--- src/verilog/rtdr_defines.svh ---
// Offsets, field positions, reset values and constants of the debug reset and id registers.
// Assumes inclusion by bare name from design files; definitions only.
//
// Notes on behaviour
// Bit 0 of the reset acknowledge register reads 1 only after reset completes.
// Power-on reset clears both request and done bits.
// Writing 1 to request bit holds request until software writes 0.
// Requests are ignored while invasive debug is disabled.
// Optionally the debug reset clears the request bit, completing the sequence.
// Debugger must not clear the request before done reads 1.
// Separate status bits report whether request and acknowledge registers exist.
// Acknowledge register at 0xC14, read-only, upper bits zero.
// Request register at 0xC10, read-write, upper bits reserved zero.
// Two read-only affinity words read as all zeros.
// Architecture id: architect, present 1, revision 0, architecture code fields.
// Architecture id register decoded at 0xFBC.
// Debugger reads type and capability registers after finding the table code.
// Capability bit 5 shows power-request control and its id register present.
// Without power-request control, power domains need a separate power requester.
// Capability bit 4 shows system memory on the table's bus.
// Without system memory, debugger touches only table-listed addresses.
// Capability bits 3..0 give entry format: 0 for 32-bit, 1 for 64-bit.
// Capability register at 0xFCC, bits 31..6 read zero.
// Done set only after completed reset, cleared after request removal.
// Writes to read-only registers and reserved bits have no effect.
`ifndef RTDR_DEFINES_SVH
`define RTDR_DEFINES_SVH

// ----------------------------------------
// Register byte offsets
// ----------------------------------------
`define RTDR_OFS_RST_REQ 12'hC10
`define RTDR_OFS_RST_ACK 12'hC14
`define RTDR_OFS_PWR_ID 12'hC18
`define RTDR_OFS_AFF0 12'hFA8
`define RTDR_OFS_AFF1 12'hFAC
`define RTDR_OFS_ARCH_ID 12'hFBC
`define RTDR_OFS_CAPS 12'hFCC

// ----------------------------------------
// Field positions
// ----------------------------------------
`define RTDR_BIT_REQ 0
`define RTDR_BIT_DONE 0
`define RTDR_BIT_PWRID_REQ 0
`define RTDR_BIT_PWRID_ACK 1
`define RTDR_BIT_PRES 20
`define RTDR_BIT_PWR_INCL 5
`define RTDR_BIT_SYS_MEM 4

// ----------------------------------------
// Reset values and constants
// ----------------------------------------
`define RTDR_RST_REQ_VAL 1'h0
`define RTDR_RST_DONE_VAL 1'h0
`define RTDR_ARCH_REV 4'h0
`define RTDR_FMT_32 4'h0
`define RTDR_FMT_64 4'h1
`define RTDR_ERR_DATA 32'hDEADBEEF

`endif

--- src/verilog/rtdr_pkg.sv ---
// Types shared by the debug reset and id register bank.
// Assumes no other package.
`default_nettype none
package rtdr_pkg;

    typedef enum logic [3:0] {
        RTDR_IDLE = 4'h1,
        RTDR_RESET = 4'h2,
        RTDR_DONE = 4'h4,
        RTDR_DRAIN = 4'h8
    } rtdr_state_type;

    typedef struct packed {
        logic read;
        logic write;
        logic [11:0] address;
        logic [3:0] byteenable;
        logic [31:0] writedata;
    } rtdr_req_type;

endpackage
`default_nettype wire

--- src/verilog/rtdr_regs.sv ---
// Debug reset request/acknowledge handshake, affinity, architecture id and capability registers.
// Assumes an Avalon-MM master on CLK_SYS_I and a debug reset target that pulses completion.
`timescale 1ns/1ps
`default_nettype none
`include "rtdr_defines.svh"

module rtdr_regs #(
    parameter logic [10:0] ARCHITECT_CODE = 11'h001,  // Arbitrary neutral value
    parameter logic [15:0] ARCH_CODE = 16'h0001,      // Arbitrary neutral value
    parameter bit RESET_CLEARS_REQ = 1'b0,
    parameter bit PWR_REQ_INCLUDED = 1'b1,
    parameter bit SYS_MEM_PRESENT = 1'b0,
    parameter logic [3:0] ENTRY_FORMAT = `RTDR_FMT_32
) (
    // Clock and reset
    input wire logic CLK_SYS_I,
    input wire logic ARST_N_I,
    // Avalon-MM slave
    input wire logic [11:0] AVS_ADDRESS_I,
    input wire logic AVS_READ_I,
    input wire logic AVS_WRITE_I,
    input wire logic [3:0] AVS_BYTEENABLE_I,
    input wire logic [31:0] AVS_WRITEDATA_I,
    output logic [31:0] AVS_READDATA_O,
    output logic [1:0] AVS_RESPONSE_O,
    output logic AVS_WAITREQUEST_O,
    // Debug reset target
    input wire logic INVASIVE_EN_I,
    input wire logic DBG_RST_DONE_I,
    output logic DBG_RST_REQ_O
);

    // ----------------------------------------
    // Elaboration checks
    // ----------------------------------------
    // Reserved format codes would mislead the debugger
    if (ENTRY_FORMAT > `RTDR_FMT_64) begin : g_bad_format
        $error("ENTRY_FORMAT reserved code");
    end

    // ----------------------------------------
    // Reset synchroniser
    // ----------------------------------------
    logic rst_meta;
    logic rst_n;
    always_ff @(posedge CLK_SYS_I or negedge ARST_N_I) begin
        if (!ARST_N_I) begin
            rst_meta <= 1'b0;
            rst_n <= 1'b0;
        end else begin
            rst_meta <= 1'b1;
            rst_n <= rst_meta;
        end
    end

    // ----------------------------------------
    // Bus request and one-cycle wait
    // ----------------------------------------
    rtdr_pkg::rtdr_req_type req;
    logic ack;
    logic wr_fire;
    logic rd_fire;
    assign req = '{read: AVS_READ_I, write: AVS_WRITE_I, address: AVS_ADDRESS_I,
                   byteenable: AVS_BYTEENABLE_I, writedata: AVS_WRITEDATA_I};
    // One wait cycle keeps read data registered
    always_ff @(posedge CLK_SYS_I or negedge rst_n) begin
        if (!rst_n) begin
            ack <= 1'b0;
        end else begin
            ack <= (req.read || req.write) && !ack;
        end
    end
    assign AVS_WAITREQUEST_O = (req.read || req.write) && !ack;
    assign wr_fire = req.write && ack;
    assign rd_fire = req.read && !ack;

    // ----------------------------------------
    // Reset handshake
    // ----------------------------------------
    rtdr_pkg::rtdr_state_type state;
    logic req_bit;
    logic done_bit;
    logic req_wr;
    logic req_val;
    assign req_wr = wr_fire && req.address == `RTDR_OFS_RST_REQ && req.byteenable[0];
    assign req_val = req.writedata[`RTDR_BIT_REQ];

    // Request bit held until software writes 0, or with RESET_CLEARS_REQ until the reset completes
    always_ff @(posedge CLK_SYS_I or negedge rst_n) begin
        if (!rst_n) begin
            req_bit <= `RTDR_RST_REQ_VAL;
        end else if (req_wr && (INVASIVE_EN_I || !req_val)) begin
            req_bit <= req_val;
        end else if (RESET_CLEARS_REQ && state == rtdr_pkg::RTDR_RESET && DBG_RST_DONE_I) begin
            req_bit <= 1'b0;
        end
    end

    always_ff @(posedge CLK_SYS_I or negedge rst_n) begin
        if (!rst_n) begin
            state <= rtdr_pkg::RTDR_IDLE;
            done_bit <= `RTDR_RST_DONE_VAL;
        end else begin
            case (state)
                rtdr_pkg::RTDR_IDLE: begin
                    if (req_bit) begin
                        state <= rtdr_pkg::RTDR_RESET;
                    end
                end
                rtdr_pkg::RTDR_RESET: begin
                    if (DBG_RST_DONE_I) begin
                        // Self-clearing build reports completion by the request returning low
                        state <= RESET_CLEARS_REQ ? rtdr_pkg::RTDR_IDLE : rtdr_pkg::RTDR_DONE;
                        done_bit <= !RESET_CLEARS_REQ;
                    end
                end
                rtdr_pkg::RTDR_DONE: begin
                    // Early clear is the debugger's fault; treated as plain removal
                    if (!req_bit) begin
                        state <= rtdr_pkg::RTDR_IDLE;
                        done_bit <= 1'b0;
                    end
                end
                default: begin
                    state <= rtdr_pkg::RTDR_IDLE;
                    done_bit <= 1'b0;
                end
            endcase
        end
    end
    assign DBG_RST_REQ_O = state == rtdr_pkg::RTDR_RESET;

    // ----------------------------------------
    // Read mux, registered
    // ----------------------------------------
    logic [31:0] next_rdata;
    logic next_err;
    always_comb begin
        next_rdata = 32'h00000000;
        next_err = 1'b0;
        case (req.address)
            `RTDR_OFS_RST_REQ: next_rdata[`RTDR_BIT_REQ] = req_bit;
            `RTDR_OFS_RST_ACK: next_rdata[`RTDR_BIT_DONE] = done_bit;
            `RTDR_OFS_PWR_ID: begin
                next_rdata[`RTDR_BIT_PWRID_REQ] = PWR_REQ_INCLUDED;
                next_rdata[`RTDR_BIT_PWRID_ACK] = PWR_REQ_INCLUDED;
            end
            `RTDR_OFS_AFF0, `RTDR_OFS_AFF1: next_rdata = 32'h00000000;
            `RTDR_OFS_ARCH_ID: next_rdata = {ARCHITECT_CODE, 1'b1, `RTDR_ARCH_REV, ARCH_CODE};
            `RTDR_OFS_CAPS: begin
                next_rdata[`RTDR_BIT_PWR_INCL] = PWR_REQ_INCLUDED;
                next_rdata[`RTDR_BIT_SYS_MEM] = SYS_MEM_PRESENT;
                next_rdata[3:0] = ENTRY_FORMAT;
            end
            default: begin
                next_rdata = 32'h00000000;
                next_err = 1'b1;
            end
        endcase
    end

    always_ff @(posedge CLK_SYS_I or negedge rst_n) begin
        if (!rst_n) begin
            AVS_READDATA_O <= 32'h00000000;
            AVS_RESPONSE_O <= 2'h0;
        end else if (rd_fire) begin
            AVS_READDATA_O <= next_rdata;
            AVS_RESPONSE_O <= next_err ? 2'h3 : 2'h0;
        end else if (req.write && !ack) begin
            AVS_RESPONSE_O <= next_err ? 2'h3 : 2'h0;
        end
    end

endmodule // rtdr_regs
`default_nettype wire

--- config.mk ---
export PLATFORM = sky130hd
export DESIGN_NAME = rtdr_regs
export DESIGN_NICKNAME = d
export VERILOG_FILES = /design/src/verilog/rtdr_pkg.sv /design/src/verilog/rtdr_regs.sv
export VERILOG_INCLUDE_DIRS = /design/src /design/src/verilog
export SDC_FILE = /design/constraint.sdc
export NUM_CORES = 1
export LEC_CHECK = 0
export BUFFER_PORTS_ARGS = -buffer_cell sky130_fd_sc_hd__buf_2
export CORE_ASPECT_RATIO = 0.9
export CORE_MARGIN = 4
export CORE_UTILIZATION = 38
export DETAILED_ROUTE_END_ITERATION = 7
export GPL_TIMING_DRIVEN = 0
export PLACE_DENSITY = 0.88
export SLEW_MARGIN = 5
export SYNTH_ARGS = -nofsm -noshare
export SYNTH_HDL_FRONTEND = slang
export SYNTH_SLANG_ARGS = --single-unit
--- constraint.sdc ---
create_clock -name CLK_SYS_I -period 1.6 [get_ports CLK_SYS_I]
set_clock_uncertainty 0.15 [all_clocks]
set_input_delay 0.32 -clock CLK_SYS_I [delete_from_list [all_inputs] [get_ports CLK_SYS_I]]
set_output_delay 0.32 -clock CLK_SYS_I [all_outputs]
set_load 0.01 [all_outputs]
After elaboration in Yosys (flattened, before gate mapping)
Index checks and enable logic that the tools add are counted.
{"block": "totals", "reg_bits": 43, "latch_bits": 0, "ram_bits": 0, "romBits": 0, "in_bits": 54, "elab_cells": 52, "memories": 0}
{"block": "op_classes", "n_addsub": 0, "multipliers": 0, "div": 0, "order_cmp": 0, "eq_ne": 13, "shift": 0, "mux": 14, "n_bitwise": 1, "n_reduce_logical": 16}
{"operator": "12-bit == test (second input constant)", "n": 7}
{"operator": "16-bit 2-to-1 mux", "n": 1}
{"operator": "4-bit 2-to-1 mux", "n": 4}
{"operator": "4-bit case mux with 3 select lines", "n": 1}
{"operator": "1-bit logical AND", "n": 7}
{"operator": "7-bit OR reduction", "n": 1}
{"operator": "2-bit 2-to-1 mux", "n": 3}
{"operator": "2-bit != test (second input constant)", "n": 3}
{"operator": "1-bit case mux with 3 select lines", "n": 2}
{"operator": "3-bit AND reduction", "n": 2}
{"operator": "4-bit by 1-bit == test with 1-bit output (second input constant)", "n": 1}
{"operator": "4-bit by 2-bit == test with 1-bit output (second input constant)", "n": 1}
{"operator": "4-bit by 3-bit == test with 1-bit output (second input constant)", "n": 1}
{"operator": "1-bit 2-to-1 mux", "n": 3}
{"operator": "1-bit zero test", "n": 2}
{"operator": "1-bit logical OR", "n": 2}
{"operator": "2-bit nonzero test", "n": 1}
{"operator": "2-bit OR reduction", "n": 1}
{"operator": "1-bit NOT", "n": 1}

Logic depth before layout (Yosys ltp)
Gate-level depths: netlist (run 1).
{"block": "depth", "depth_word": 5, "ltp_mapped": 4}

Worst setup path before layout (run 1)
Ideal clock, no wire load.
{"block": "synth_timing", "kind": "input to register", "start": "in AVS_ADDRESS_I[5]", "end": "reg AVS_RESPONSE_O[0]", "arrival_time_ps": 1347, "t_required_ps": 1330, "slack_ps": -17, "stages": 4, "n_path_buf": 0, "cell_sequence": "or4_4 nor3_4 a41oi_1 a31o_1"}
{"block": "synth_between", "elab_chain_cells": 5, "word_cells_on_any_way": 11, "classes_between": "eq/ne: 7; mux: 3; reduce/logical: 1"}
{"element": "start, declared", "line_no": "rtdr_regs.sv:19", "source": "input wire logic [11:0] AVS_ADDRESS_I,"}
{"element": "12-bit == test", "line_no": "rtdr_regs.sv:141", "source": "case (req.address)"}
{"element": "7-bit OR reduction (no source line) *"}
{"element": "2-bit 2-to-1 mux *", "line_no": "rtdr_regs.sv:168, rtdr_regs.sv:170"}
{"element": "2-bit 2-to-1 mux", "line_no": "rtdr_regs.sv:169", "source": "end else if (req.write && !ack) begin"}
{"element": "2-bit 2-to-1 mux *", "line_no": "rtdr_regs.sv:166", "source": "end else if (rd_fire) begin"}
{"element": "end signal, assigned", "line_no": "rtdr_regs.sv:168", "source": "AVS_RESPONSE_O <= next_err ? 2'h3 : 2'h0;"}
{"element": "end signal, assigned", "line_no": "rtdr_regs.sv:170", "source": "AVS_RESPONSE_O <= next_err ? 2'h3 : 2'h0;"}
{"element": "end, declared", "line_no": "rtdr_regs.sv:25", "source": "output logic [1:0] AVS_RESPONSE_O,"}
Mark *: on every way between the ends. The rest lies on a longest branch, timed or not. The select of a mux whose other input is x is not followed.
A chain may end at the register's enable or synchronous reset.

Worst setup path in the final report (run 1)
{"block": "layout_timing", "start": "reg state[0]", "end": "out DBG_RST_REQ_O"}
{"block": "layout_between", "elab_chain_cells": 1}
{"element": "start, declared", "line_no": "rtdr_regs.sv:80", "source": "rtdr_pkg::rtdr_state_type state;"}
{"element": "start signal, assigned", "line_no": "rtdr_regs.sv:101", "source": "state <= rtdr_pkg::RTDR_IDLE;"}
{"element": "start signal, assigned", "line_no": "rtdr_regs.sv:107", "source": "state <= rtdr_pkg::RTDR_RESET;"}
{"element": "start signal, assigned", "line_no": "rtdr_regs.sv:113", "source": "state <= RESET_CLEARS_REQ ? rtdr_pkg::RTDR_IDLE : rtdr_pkg::RTDR_DONE;"}
{"element": "4-bit by 2-bit == test with 1-bit output", "line_no": "rtdr_regs.sv:131", "source": "assign DBG_RST_REQ_O = state == rtdr_pkg::RTDR_RESET;"}
{"element": "end, declared", "line_no": "rtdr_regs.sv:30", "source": "output logic DBG_RST_REQ_O"}
Every way passes these cells.

==> results of run 1 <==
[critical path, stage by stage, from the launching register on]
cell and delay [ps]:
dfstp_2 610, nor2_2 70, buf_2 140
[metrics by stage]
stage / cell area [um2] / hold slack, ps / TNS, ps / setup WS [ps]
2_1_floorplan: 997.2 / -125.6 / 0 / 33.28
4_1_cts: 1211 / 37.14 / 0 / 14.77
6_report: 1224 / 22.83 / 0 / 47.17
5_1_grt: 1224 / 70.61 / -14.74 / -14.74
3_3_place_gp: 1171 / -43.38 / -272.2 / -162.8
3_5_place_dp: 1171 / -43.35 / -442.8 / -188.1
[synthesized netlist by cell type, drive strengths merged]
cell,n
a21boi,1
a21oi,5
a31o,1
a31oi,2
a41oi,1
and2,1
and4b,1
buf,29
clkbuf,1
conb,2
dfrtp,12
dfstp,1
inv,3
mux2,1
nand2,8
nand2b,2
nand3,2
nand3b,3
nand4b,2
nor2,6
nor2b,3
nor3,3
nor3b,1
o21ai,4
o31ai,1
o32ai,1
or3,1
or4,2
xor2,1
[worst paths after layout]
path                                      to  depth (start not counted)  slack (ps)               start
setup / recovery               DBG_RST_REQ_O                          2          50            state[0]
hold / removal             AVS_RESPONSE_O[0]                          0          20               rst_n
setup reg to reg                    done_bit                          5         320            state[1]
hold reg to reg            AVS_RESPONSE_O[0]                          0          20               rst_n
max in group asynchronous           state[0]                          0         940               rst_n
min in group CLK_SYS_I               req_bit                          3         150  AVS_WRITEDATA_I[0]
[cells by family after synthesis]
group	Yosys count	share of synthesized area (%)
flip-flops	13	36.30
AO/OA/AOI/OAI	16	10.99
XOR/XNOR	1	0.9738
AND/OR/NAND/NOR	35	23.78
other	2	0.8348
buffers and inverters	33	25.87
multiplexers	1	1.252
[layer usage]
layer | global-route usage [%] | up-vias | part of all wire (%)
li1 | - | 409 | -
met1 | 12.72 | 380 | 35
met2 | 24.36 | 27 | 57
met3 | 4.317 | 0 | 7.9
met4 | 5.660 | 0 | 0
met5 | 0 | - | 0
[area by class of cell]
| type | count | area, um2 |
|---|---|---|
| fillers | 215 | 998.5 |
| multi-input cells | 81 | 442.9 |
| flip-flops and latches | 13 | 326.6 |
| plain buffers | 29 | 217.7 |
| repair buffers | 31 | 165.2 |
| well taps | 27 | 33.78 |
| clock buffers | 4 | 26.28 |
| inverters | 3 | 11.26 |
[sequential cells by signal (all words and copies together) (netlist names)]
signal	cells
rst_n	1
done_bit	1
ack	1
AVS_RESPONSE_O	1
req_bit	1
rst_meta	1
AVS_READDATA_O	4
state	3
[where the power goes]
group	switching, mW	internal [mW]
clock	0.0947	0.0964
sequential	0.0138	0.343
combinational	0.0917	0.0947
[timing repair]
action,in CTS,in global routing
hold buffers,1,0
setup buffers,1,1
gates resized for setup,0,2
hold endpoints to repair,2,0
setup endpoints to repair,1,2
==> metrics.txt, run 1 <==
Leakage Power=0.6764 nW; Core Region=2222 um2; Avg Inst Size Synth=8.907 um2; CTS tree=yes; Crit. End Element=primary output; via count=816; P&R area growth vs syn=36.02%; netlist area before placement=899.6 um2; leading area contributor after synthesis=dfrtp_1; layout cells sized above 1=42.86%; pwr/cell area=599.9 nW/um2; final antenna-violating net count=0; # nets final=216; most frequent cells in the layout=buf_4, conb_1, buf_2, dfrtp_1, nand2_1; row count=16; vias in the first global route=844; register area share after synthesis=36.30%; CP startpoint kind=flop; total I/O pin count=90; worst skew pair latency=270 ps; DP Cell Count=182; first-pass GRT wire length=3180 um; Routability Congestion=0.9255; die width=59.29 um; initial DRC count=25; Final Hold Fails=0; Initial Util=40.48%; cells after synthesis=101; Clock Path Buffers=2; Slew Viols, Final=0; Crit Path Class=flop to primary output; drt drc=0; # port buffers=28; synthesized flop and latch total=13; Clock transition at path regs=80 ps; WL/cell=10.72 um; CP max FO=7; synth warn=0; Final Critical Period=1553 ps; Root Driver=clkbuf_4; Final period util=97.05%; CTS Buf Count=3; GR Overflow Total=0; initial antenna violation count=0; vias per cell=4.340; maximum clock rate=644.0 MHz; CTS Sinks=13; post-DP HPWL=1744 um; fin util=55.07%; GRT Total Usage=12.88%; Power Total=0.7341 mW; Critical Path AT=1080 ps; maximum number of pins on one net before global-route repair=12; top-area cell type share of the netlist area=33.38%; HP Class=flop to asynchronous set/reset pin; final setup vio count=0; die area=3211 um2; ant diodes=0; commonest non-fill, non-tap cell in the layout=buf_4; MaxCap Viol Count=0; die height=54.16 um; DRT Pass-1 Iters=4; CP required=1130 ps; Non-Filler Instances=188; Post-Route WL=2015 um; synth unique cells=33; status=complete, no violations; top post-synthesis cells by area=dfrtp_1, buf_4, nand2_1, dfstp_2, a21oi_1; number of H-tree levels=1; Peak VDD IR=0.0003115 V
No activity file was read; power rests on OpenSTA's default activity.
==> run 2, diff against run 1 <==
--- a/config.mk
+++ b/config.mk
@@ -15,2 +15,4 @@
 export PLACE_DENSITY = 0.88
+export REMOVE_ABC_BUFFERS = 1
+export SETUP_SLACK_MARGIN = 0.05
 export SLEW_MARGIN = 5
==> constraint.sdc (replaced) <==
create_clock -name CLK_SYS_I -period 1.6 [get_ports CLK_SYS_I]
set_clock_uncertainty 0.15 [all_clocks]
set_input_delay 0.08 -clock CLK_SYS_I [delete_from_list [all_inputs] [get_ports CLK_SYS_I]]
set_output_delay 0.08 -clock CLK_SYS_I [all_outputs]
set_load 0.01 [all_outputs]
==> metrics.txt, run 2 (same netlist as run 1, synthesis figures left out) <==
CTS Sinks=13; Clock Path Buffers=2; initial DRC count=20; final antenna-violating net count=0; HP Class=primary input to flop; Core Region=2222 um2; GRT Total Usage=14.59%; layout cells sized above 1=29.37%; RSZ-0062 raised after global routing=no; CTS tree=yes; Critical Path AT=1490 ps; CTS Buf Count=3; Peak VDD IR=0.0003988 V; CP required=1630 ps; initial antenna violation count=0; most frequent cells in the layout=conb_1, buf_2, dfrtp_1, dlygate4sd3_1, nand2_1; vias per cell=4.876; number of H-tree levels=1; first-pass GRT wire length=3408 um; post-DP HPWL=1568 um; CP startpoint kind=primary input; status=complete, no violations; Final Critical Period=1456 ps; # nets final=198; Root Driver=clkbuf_4; vias in the first global route=759; worst skew pair latency=290 ps; Final period util=90.98%; drt drc=0; Routability Congestion=0.7350; Leakage Power=0.5777 nW; Largest regs=AVS_READDATA_O: 4 flops, state: 3 flops; GR Overflow Total=0; Power Total=0.7303 mW; fin util=50.68%; WL/cell=13.69 um; total I/O pin count=90; number of flip-flops under the largest register name=4; P&R area growth vs syn=25.17%; die height=54.16 um; die width=59.29 um; DRT Pass-1 Iters=4; row count=16; ant diodes=0; Clock transition at path regs=90 ps; Crit Path Class=primary input to flop; Post-Route WL=2328 um; Non-Filler Instances=170; via count=829; die area=3211 um2; Slew Viols, Final=0; maximum number of pins on one net before global-route repair=12; Biggest register=AVS_READDATA_O; CP max FO=4; Initial Util=40.48%; final setup vio count=0; maximum clock rate=687.0 MHz; DP Cell Count=152; pwr/cell area=648.6 nW/um2; MaxCap Viol Count=0; # port buffers=28; Final Hold Fails=0; Crit. End Element=flop
[run 2: cell types whose count changed in the layout (fill, tap and decap cells not counted), sizes merged]
cell,delta
buf,-28
dlygate4sd3,+9
clkbuf,-1
clkinv,+1
dlymetal6s4s,+1
[run 2: final timing paths]
path                                  startpoint                 end  slack (ps)  depth (start not counted)
worst max-delay path            AVS_ADDRESS_I[5]   AVS_RESPONSE_O[0]         140                          6
worst min-delay path            AVS_ADDRESS_I[3]  AVS_READDATA_O[20]           6                          4
worst max register to register               ack                 ack         200                          2
worst min register to register             rst_n   AVS_READDATA_O[1]          30                          0
max in group asynchronous               ARST_N_I            rst_meta         700                          3
min in group asynchronous                  rst_n   AVS_READDATA_O[1]          30                          0
[run 2: layout make-up]
class | instances | area (um2)
well taps | 27 | 33.78
multi-input cells | 81 | 451.7
repair buffers | 42 | 275.3
inverters | 3 | 11.26
clock buffers | 3 | 22.52
fillers | 191 | 1096
clock inverters | 1 | 5.005
flip-flops and latches | 13 | 326.6
[run 2: layer usage]
metal	vias to the layer above	GRT usage [%]	part of all wire (%)	wire length, um
met5	-	0	0	0
met2	75	26.00	51	1195
met1	370	15.73	34	789
met4	0	7.925	3.0	71
li1	373	-	-	-
met3	11	3.837	12	272
[run 2: where the power goes]
part / switching, mW / internal, mW / total [mW] / leakage, nW
Clock: 0.119 / 0.0929 / 0.212 / 0.0177
Combinational: 0.0928 / 0.0681 / 0.161 / 0.393
Sequential: 0.0143 / 0.343 / 0.357 / 0.167
Total: 0.227 / 0.504 / 0.730 / 0.578
[run 2: timing repair]
item                                   in CTS  in global routing
resized for setup                           0                  3
buffers inserted                            0                  3
setup endpoints to repair                   0                  3
endpoints found under the hold margin       6                  0
hold buffers                               11                  0
[run 2: critical path: stages]
cell,delay (ps)
buf_2,130
dlygate4sd3_1,560
nand3b_1,180
o21ai_0,150
a41oi_2,150
a31o_1,230
[run 2: through the flow]
step | setup TNS, ps | setup slack [ps] | area (um2) | hold slack, ps
after floorplan | 0 | 223.2 | 775.7 | -365.6
after global placement | 0 | 18.66 | 949.7 | -285.3
after detailed placement | -7.726 | -7.726 | 949.7 | -282.7
after CTS | 0 | 74.77 | 1087 | 3.266
after global routing | 0 | 104.7 | 1126 | 21.22
final | 0 | 144.3 | 1126 | 6.383
